[src/fbd_regs.svh]
`ifndef FBD_REGS_SVH
`define FBD_REGS_SVH

// Clock period of clk_sys in ns
`define FBD_CLK_NS 4
// Bus cycle timing in ns, with cycle counts rounded up
`define FBD_T_SETUP_NS 10
`define FBD_T_STROBE_NS 70
`define FBD_T_HOLD_NS 10
`define FBD_T_RESET_NS 500
`define FBD_T_RECOV_NS 50
`define FBD_SETUP_CYC ((`FBD_T_SETUP_NS + `FBD_CLK_NS - 1) / `FBD_CLK_NS)
`define FBD_STROBE_CYC ((`FBD_T_STROBE_NS + `FBD_CLK_NS - 1) / `FBD_CLK_NS)
`define FBD_HOLD_CYC ((`FBD_T_HOLD_NS + `FBD_CLK_NS - 1) / `FBD_CLK_NS)
`define FBD_RESET_CYC ((`FBD_T_RESET_NS + `FBD_CLK_NS - 1) / `FBD_CLK_NS)
`define FBD_RECOV_CYC ((`FBD_T_RECOV_NS + `FBD_CLK_NS - 1) / `FBD_CLK_NS)

// First write cycle of the two-cycle program; arbitrary default values
`define FBD_FAST_ADDR 21'h000000
`define FBD_FAST_CODE 16'h00a0

// Address bits forced during sector protect and unprotect
`define FBD_PROT_SEL_BIT 6
`define FBD_PROT_A1_BIT 1
`define FBD_PROT_A0_BIT 0

// Data line that carries the lowest byte address in byte mode
`define FBD_BYTE_ADDR_LINE 15

`endif

[src/fbd_dummy_unused.sv]
`timescale 1ns/10ps
`default_nettype none
`default_nettype wire

[src/fbd_pkg.sv]
package fbd_pkg;

	// Host operations on the flash bus
	typedef enum logic [2:0] {
		FBD_OP_READ = 3'h0,
		FBD_OP_WRITE = 3'h1,
		FBD_OP_PROG2 = 3'h2,
		FBD_OP_PROTECT = 3'h3,
		FBD_OP_UNPROT = 3'h4,
		FBD_OP_CLEAR = 3'h5
	} fbd_op_t;

	// Bus cycle phases, one-hot
	typedef enum logic [5:0] {
		FBD_ST_IDLE = 6'h01,
		FBD_ST_SETUP = 6'h02,
		FBD_ST_STROBE = 6'h04,
		FBD_ST_HOLD = 6'h08,
		FBD_ST_RESET = 6'h10,
		FBD_ST_RECOV = 6'h20
	} fbd_state_t;

endpackage

[src/fbd_pin_encode.sv]
`timescale 1ns/10ps
`default_nettype none

module fbd_pin_encode (
	// Cycle phase and operation
	input wire fbd_pkg::fbd_state_t state,
	input wire fbd_pkg::fbd_op_t op,
	// Control pin levels to present next
	output logic ce_n,
	output logic oe_n,
	output logic we_n,
	output logic reset_n,
	output logic id_level
);

	logic is_prot;
	logic is_read;

	assign is_prot = (op == fbd_pkg::FBD_OP_PROTECT) || (op == fbd_pkg::FBD_OP_UNPROT);
	assign is_read = (op == fbd_pkg::FBD_OP_READ);

	// Control levels per phase
	always_comb begin
		ce_n = 1'b1;
		oe_n = 1'b1;
		we_n = 1'b1;
		reset_n = 1'b1;
		id_level = 1'b0;
		case (state)
			fbd_pkg::FBD_ST_SETUP, fbd_pkg::FBD_ST_HOLD: begin
				ce_n = 1'b0;
				id_level = is_prot;
			end
			fbd_pkg::FBD_ST_STROBE: begin
				ce_n = 1'b0;
				oe_n = !is_read;
				we_n = is_read;
				id_level = is_prot;
			end
			fbd_pkg::FBD_ST_RESET: begin
				reset_n = 1'b0;
			end
			default: begin
				ce_n = 1'b1;
			end
		endcase
	end

endmodule

`default_nettype wire

[src/fbd_host.sv]
// Overview of operation
// - Read: chip select, output enable low
// - Write: chip select, write enable low
// - Fast program takes two write cycles
// - Protect: write strobe at ID level, A6 low
// - Unprotect: same levels with A6 high
`timescale 1ns/10ps
`default_nettype none
`include "fbd_regs.svh"

module fbd_host (
	// Clock and reset
	input wire logic clk_sys,
	input wire logic srst,
	// User command port
	input wire logic cmd_valid,
	input wire fbd_pkg::fbd_op_t cmd_op,
	input wire logic [21:0] cmd_addr,
	input wire logic [15:0] cmd_wdata,
	input wire logic cmd_byte_mode,
	output logic cmd_ready,
	output logic rsp_valid,
	output logic [15:0] rsp_rdata,
	// Protect and accelerate controls
	input wire logic accel_req,
	input wire logic wp_high_req,
	output logic protect_accel_pin,
	output logic accel_level_en,
	// Flash control pins
	output logic flash_ce_n,
	output logic flash_oe_n,
	output logic flash_we_n,
	output logic flash_reset_n,
	output logic flash_id_level,
	output logic flash_byte_n,
	output logic [20:0] flash_addr,
	input wire logic ready_busy_n,
	// Flash data lines
	input wire logic [15:0] data_lines_in,
	output logic [15:0] data_lines_out,
	output logic [15:0] data_lines_oe
);

	fbd_pkg::fbd_state_t state_reg, state_next;
	fbd_pkg::fbd_op_t op_reg, op_next;
	logic [7:0] count_reg, count_next;
	logic [21:0] addr_reg, addr_next;
	logic [15:0] wdata_reg, wdata_next;
	logic byte_reg, byte_next;
	logic first_reg, first_next;
	logic [15:0] rdata_reg, rdata_next;
	logic rsp_reg, rsp_next;
	logic ready_reg, ready_next;
	logic ce_n_reg, oe_n_reg, we_n_reg, rst_n_reg, id_reg;
	logic ce_n_nx, oe_n_nx, we_n_nx, rst_n_nx, id_nx;
	logic byte_n_reg;
	logic [20:0] fa_reg, fa_next;
	logic [15:0] dout_reg, dout_next, doe_reg, doe_next;
	logic wp_reg, acc_reg;

	// True when the phase counter reaches its last cycle
	function automatic logic fbd_last(input logic [7:0] cnt, input logic [7:0] len);
		fbd_last = (cnt == (len - 8'h01));
	endfunction

	// Sequencer of the bus cycle phases
	always_comb begin
		state_next = state_reg;
		op_next = op_reg;
		count_next = count_reg + 8'h01;
		addr_next = addr_reg;
		wdata_next = wdata_reg;
		byte_next = byte_reg;
		first_next = first_reg;
		rdata_next = rdata_reg;
		rsp_next = 1'b0;
		ready_next = 1'b0;
		case (state_reg)
			fbd_pkg::FBD_ST_IDLE: begin
				count_next = 8'h00;
				ready_next = 1'b1;
				if (cmd_valid && ready_reg) begin
					op_next = cmd_op;
					addr_next = cmd_addr;
					wdata_next = cmd_wdata;
					byte_next = cmd_byte_mode;
					first_next = (cmd_op == fbd_pkg::FBD_OP_PROG2);
					ready_next = 1'b0;
					if (cmd_op == fbd_pkg::FBD_OP_CLEAR) begin
						state_next = fbd_pkg::FBD_ST_RESET;
					end else begin
						state_next = fbd_pkg::FBD_ST_SETUP;
					end
				end
			end
			fbd_pkg::FBD_ST_SETUP: begin
				if (fbd_last(count_reg, 8'(`FBD_SETUP_CYC))) begin
					state_next = fbd_pkg::FBD_ST_STROBE;
					count_next = 8'h00;
				end
			end
			fbd_pkg::FBD_ST_STROBE: begin
				if (fbd_last(count_reg, 8'(`FBD_STROBE_CYC))) begin
					state_next = fbd_pkg::FBD_ST_HOLD;
					count_next = 8'h00;
					if (op_reg == fbd_pkg::FBD_OP_READ) begin
						rdata_next = data_lines_in;
						if (byte_reg) begin
							rdata_next = {8'h00, data_lines_in[7:0]};
						end
					end
				end
			end
			fbd_pkg::FBD_ST_HOLD: begin
				if (fbd_last(count_reg, 8'(`FBD_HOLD_CYC))) begin
					count_next = 8'h00;
					if (first_reg) begin
						first_next = 1'b0;
						state_next = fbd_pkg::FBD_ST_SETUP;
					end else begin
						state_next = fbd_pkg::FBD_ST_IDLE;
						rsp_next = 1'b1;
					end
				end
			end
			fbd_pkg::FBD_ST_RESET: begin
				if (fbd_last(count_reg, 8'(`FBD_RESET_CYC))) begin
					state_next = fbd_pkg::FBD_ST_RECOV;
					count_next = 8'h00;
				end
			end
			fbd_pkg::FBD_ST_RECOV: begin
				if (fbd_last(count_reg, 8'(`FBD_RECOV_CYC))) begin
					state_next = fbd_pkg::FBD_ST_IDLE;
					count_next = 8'h00;
					rsp_next = 1'b1;
				end
			end
			default: begin
				state_next = fbd_pkg::FBD_ST_IDLE;
			end
		endcase
	end

	// Control pin levels for the next phase
	fbd_pin_encode u_enc (
		.state(state_next),
		.op(op_next),
		.ce_n(ce_n_nx),
		.oe_n(oe_n_nx),
		.we_n(we_n_nx),
		.reset_n(rst_n_nx),
		.id_level(id_nx)
	);

	// Address and data lines for the next phase
	always_comb begin
		fa_next = addr_next[21:1];
		dout_next = wdata_next;
		doe_next = 16'h0000;
		if (first_next) begin
			fa_next = `FBD_FAST_ADDR;
			dout_next = `FBD_FAST_CODE;
		end
		if (op_next == fbd_pkg::FBD_OP_PROTECT || op_next == fbd_pkg::FBD_OP_UNPROT) begin
			fa_next[`FBD_PROT_SEL_BIT] = (op_next == fbd_pkg::FBD_OP_UNPROT);
			fa_next[`FBD_PROT_A1_BIT] = 1'b1;
			fa_next[`FBD_PROT_A0_BIT] = 1'b0;
		end
		// Drive data only while output enable is high, except line 15, which carries the byte address in byte mode during reads too
		if (state_next != fbd_pkg::FBD_ST_IDLE && state_next != fbd_pkg::FBD_ST_RESET &&
			state_next != fbd_pkg::FBD_ST_RECOV && op_next != fbd_pkg::FBD_OP_READ) begin
			doe_next = byte_next ? 16'h00ff : 16'hffff;
		end
		if (byte_next) begin
			dout_next[14:8] = 7'h00;
			dout_next[`FBD_BYTE_ADDR_LINE] = addr_next[0];
			if (state_next != fbd_pkg::FBD_ST_RESET && state_next != fbd_pkg::FBD_ST_RECOV) begin
				doe_next[`FBD_BYTE_ADDR_LINE] = 1'b1;
			end
		end
	end

	// Registers; pins except protect_accel_pin and accel_level_en change only at phase boundaries so address holds across edges
	always_ff @(posedge clk_sys) begin
		if (srst) begin
			state_reg <= fbd_pkg::FBD_ST_IDLE;
			op_reg <= fbd_pkg::FBD_OP_READ;
			count_reg <= 8'h00;
			addr_reg <= 22'h000000;
			wdata_reg <= 16'h0000;
			byte_reg <= 1'b0;
			first_reg <= 1'b0;
			rdata_reg <= 16'h0000;
			rsp_reg <= 1'b0;
			ready_reg <= 1'b0;
			ce_n_reg <= 1'b1;
			oe_n_reg <= 1'b1;
			we_n_reg <= 1'b1;
			rst_n_reg <= 1'b1;
			id_reg <= 1'b0;
			byte_n_reg <= 1'b1;
			fa_reg <= 21'h000000;
			dout_reg <= 16'h0000;
			doe_reg <= 16'h0000;
			wp_reg <= 1'b0;
			acc_reg <= 1'b0;
		end else begin
			state_reg <= state_next;
			op_reg <= op_next;
			count_reg <= count_next;
			addr_reg <= addr_next;
			wdata_reg <= wdata_next;
			byte_reg <= byte_next;
			first_reg <= first_next;
			rdata_reg <= rdata_next;
			rsp_reg <= rsp_next;
			ready_reg <= ready_next;
			ce_n_reg <= ce_n_nx;
			oe_n_reg <= oe_n_nx;
			we_n_reg <= we_n_nx;
			rst_n_reg <= rst_n_nx;
			id_reg <= id_nx;
			byte_n_reg <= !byte_next;
			fa_reg <= fa_next;
			dout_reg <= dout_next;
			doe_reg <= doe_next;
			wp_reg <= wp_high_req || accel_req;
			acc_reg <= accel_req;
		end
	end

	// Outputs straight from flip-flops
	assign cmd_ready = ready_reg;
	assign rsp_valid = rsp_reg;
	assign rsp_rdata = rdata_reg;
	assign protect_accel_pin = wp_reg;
	assign accel_level_en = acc_reg;
	assign flash_ce_n = ce_n_reg;
	assign flash_oe_n = oe_n_reg;
	assign flash_we_n = we_n_reg;
	assign flash_reset_n = rst_n_reg;
	assign flash_id_level = id_reg;
	assign flash_byte_n = byte_n_reg;
	assign flash_addr = fa_reg;
	assign data_lines_out = dout_reg;
	assign data_lines_oe = doe_reg;
endmodule

`default_nettype wire

[config.mk]
export PLATFORM = sky130hd
export DESIGN_NAME = fbd_host
export DESIGN_NICKNAME = d
export VERILOG_FILES = /design/src/fbd_dummy_unused.sv /design/src/fbd_pkg.sv /design/src/fbd_pin_encode.sv /design/src/fbd_host.sv
export VERILOG_INCLUDE_DIRS = /design/src
export SDC_FILE = /design/constraint.sdc
export NUM_CORES = 1
export LEC_CHECK = 0
export BUFFER_PORTS_ARGS = -buffer_cell sky130_fd_sc_hd__buf_2
export CAP_MARGIN = 40
export CORE_MARGIN = 8
export CORE_UTILIZATION = 50
export DETAILED_ROUTE_END_ITERATION = 8
export HOLD_SLACK_MARGIN = 0.03
export PLACE_DENSITY = 0.88
export SYNTH_ARGS = -nofsm -noshare
export SYNTH_HDL_FRONTEND = slang
export SYNTH_SLANG_ARGS = --single-unit
[constraint.sdc]
create_clock -name clk_sys -period 2.7 [get_ports clk_sys]
set_input_delay 0.54 -clock clk_sys [delete_from_list [all_inputs] [get_ports clk_sys]]
set_output_delay 0.54 -clock clk_sys [all_outputs]
set_load 0.005 [all_outputs]
==> results.md <==
- Status: completed
- Io pins: 143
- Finish-stage setup viols: 0
- Die ar.: 12380 um2
- WS Path Type: reg2reg
- Post-synth top flop: dfxtp_1
- Pin count of the biggest net entering global routing: between 60 and 70
- I/O Buffers: between 100 and 150
- Max_cap viols: 0
- Pre-antenna DRT Iters: 6
- Layout area overhead: 29.33%
- Antenna violations before repair: 0
- Synth Net Count: between 500 and 600
- Max-slew violation count: 0
- Routed len/inst: 15.81 um
- Critical path required time: around 3.1 ns
- Count leader, synth: dfxtp_1
- Hold WC Path Type: in2reg
- Total Nets Final: 670
- Crit path time final: ~2.6 ns
- Clk Tree Root Cell: clkbuf_8
- Routed WL: 11430 um
- Post-synth cell types: 52
- Pwr Density: approximately 800 nW/um2
- Hold Vio Cnt, Final: 0
- Via Count: 3786
- Fin Setup TNS: 0 ns
- Reg2Reg Depth: 5
- Htree depth: 4
- FILL cells: approximately 710
- Final instance area: a little under 6000 um2
- Reg2reg setup slack: roughly 0.14 ns
- Row cnt: 34
- FF-to-FF End: data_lines_oe[13]
- Worst setup SP type: flop
- Worst-path maximum fanout: 7
- Count of flip-flops with a built-in enable after synthesis: 0
- Starting Density: a little over 50%
- Via density: around 5.2
- Post-synth top cells: 123 x dfxtp_1, 53 x nand2_1, 49 x nor2_1, 45 x nor3_1, 36 x mux2i_1
- Global-route wire length before repair: 18560 um
- Arrival @ worst endpoint: around 3 ns
- All-layer global routing usage: between 10% and 20%
- Diode count: 0
- DP Wirelength: just over 8000 um
- Multi-input logic area: approximately 1800 um2
- Mapped Cells: between 400 and 500
- Register area: between 2000 and 2500 um2
- Worst-case clock skew: just over 0.007 ns
- WHS Endpoint: protect_accel_pin
- Cell depth of the worst hold path: 3
- Slew headroom: 58.96%
- RSZ-0062 raised after global routing: no
- Worst skew pair latency: a little over 0.5 ns
- Dominant cells by area after synthesis: dfxtp_1 54%, mux2i_1 7.9%, nor3_1 5.0%
- Slew of the pin with the lowest slew margin: 0.6156 ns
- VDD IR max: 0.5029 mV
- Post-synth top area share: between 50 and 60%
- Grt ovf: 0
- Postcts setup bufs: 0
- Routability Congestion: 0.8921
- Final period util: a little over nine tenths
- Routed Antenna Nets: 0
- Post-synth top area cell: dfxtp_1
- Synth Warn #: 0
- Core area: just under 9000 um2
- Async S/R FF share, synth: 0%
- Remaining DRCs: 0
- Clock buffer depth: 2
- Pleak: around 0.0025 uW
- Pre-CTS WS: between 0.15 and 0.2 ns
- Average size of a mapped cell: between 9 and 10 um2
- Die W: ~110 um
- Register area share after synthesis: between 50% and 60%
- Chip Height: ~110 um
- Mapped Area: roughly 4500 um2
- Fmax: 389.9 MHz
- Vias in the first global route: about 4000
- Hold_sp: wp_high_req
- CTS buffer count: 17
- CP Capture Type: flop
- Post-route setup slack: 0.1356 ns
- 1st-iter DRT viols: between 200 and 250
- CTS tree: built
- #FFs+latches synth: between 100 and 150
- Reg2Reg Launch Point: state_reg[2]
- Layout cells sized above 1: a little under a third
- Max reg flops: 22
- Reg clk slew, reported paths: around 0.060 ns
- Placed cell areas: about 5300 um2
- # clock sinks: between 100 and 150
==> cell type report <==
cell class | instances | area share, %
clock inverter | 12 | 2.771
sequential | 123 | 41.94
tap | 108 | 2.302
multi-input combinational | 303 | 31.39
clock buffer | 20 | 7.587
inverter | 5 | 0.3197
timing repair buffer | 152 | 13.68
==> timing repair <==
action,CTS,global route
gates resized for setup,0,1
hold buffers,0,0
endpoints found under the setup margin,0,2
==> logic make-up (layout without fill, tap and decap cells) <==
| group | count (synthesis) | in the layout | share of synthesized area (%) |
|---|---|---|---|
| AND/OR/NAND/NOR | 199 | 199 | 21.44 |
| XOR/XNOR | 7 | 7 | 1.351 |
| adder cells (fa/ha/maj) | 5 | 5 | 1.351 |
| AO/OA/AOI/OAI | 55 | 55 | 8.132 |
| multiplexers | 37 | 37 | 8.186 |
| flip-flops | 123 | 123 | 54.24 |
| buffers and inverters | 47 | 189 | 5.292 |
==> worst max path at each step <==
| stage | start | to | slack (ns) | depth (start not counted) |
|---|---|---|---|---|
| 6_report | state_reg[2] | data_lines_oe[13] | 0.14 | 5 |
| 5_1_grt | state_reg[4] | flash_oe_n | 0.0006 | 5 |
| 4_1_cts | state_reg[2] | data_lines_oe[13] | 0.13 | 5 |
| 3_5_place_dp | state_reg[2] | data_lines_oe[13] | 0.17 | 5 |
| 3_3_place_gp | state_reg[2] | data_lines_oe[13] | 0.22 | 5 |
| 2_1_floorplan | state_reg[2] | data_lines_oe[13] | 0.31 | 7 |
==> worst max-delay path: stages (launching register included) <==
cell,delay [ns]
dfxtp_1,0.36
or4_1,0.67
maj3_2,0.35
a211o_1,0.32
or4b_1,0.62
nor3_2,0.18
==> cells in the final DEF (no fill, tap or decap), types with 4 or more instances in the layout <==
cell type	synthesis	final
buf_2	6	140
dfxtp_1	123	123
nand2_1	53	53
nor2_1	49	49
nor3_1	45	44
mux2i_1	36	36
a21oi_1	27	27
clkbuf_16	0	16
buf_4	15	11
nand3b_1	9	9
nor3b_1	7	7
nor2b_1	6	6
inv_1	5	5
nand3_1	5	5
xor2_1	4	4
ha_1	4	4
==> per-stage QoR <==
stage	cells	total power [uW]	utilization, %	hold WS, ns
after detailed placement	691	2450	60.04	0.4429
after CTS	723	4743	66.98	0.2279
final	723	4705	66.99	0.2433
after global routing	723	4881	66.99	0.2318
after global placement	691	2434	60.04	0.4349
after floorplan	473	2272	-	0.4296
==> report_power, final <==
| part | internal, uW | total [uW] | switching, uW |
|---|---|---|---|
| Combinational | 204 | 452 | 249 |
| Clock | 1470 | 2290 | 828 |
| Sequential | 1910 | 1960 | 44.5 |
==> routing by layer <==
layer | track usage [%] | routed length [um] | share of wire [%]
met5 | 0 | 0 | 0
met4 | 7.556 | 148 | 1.3
met3 | 9.794 | 1349 | 12
met2 | 28.84 | 5221 | 46
met1 | 19.42 | 4713 | 41
Power figures use the tool's default switching activity.
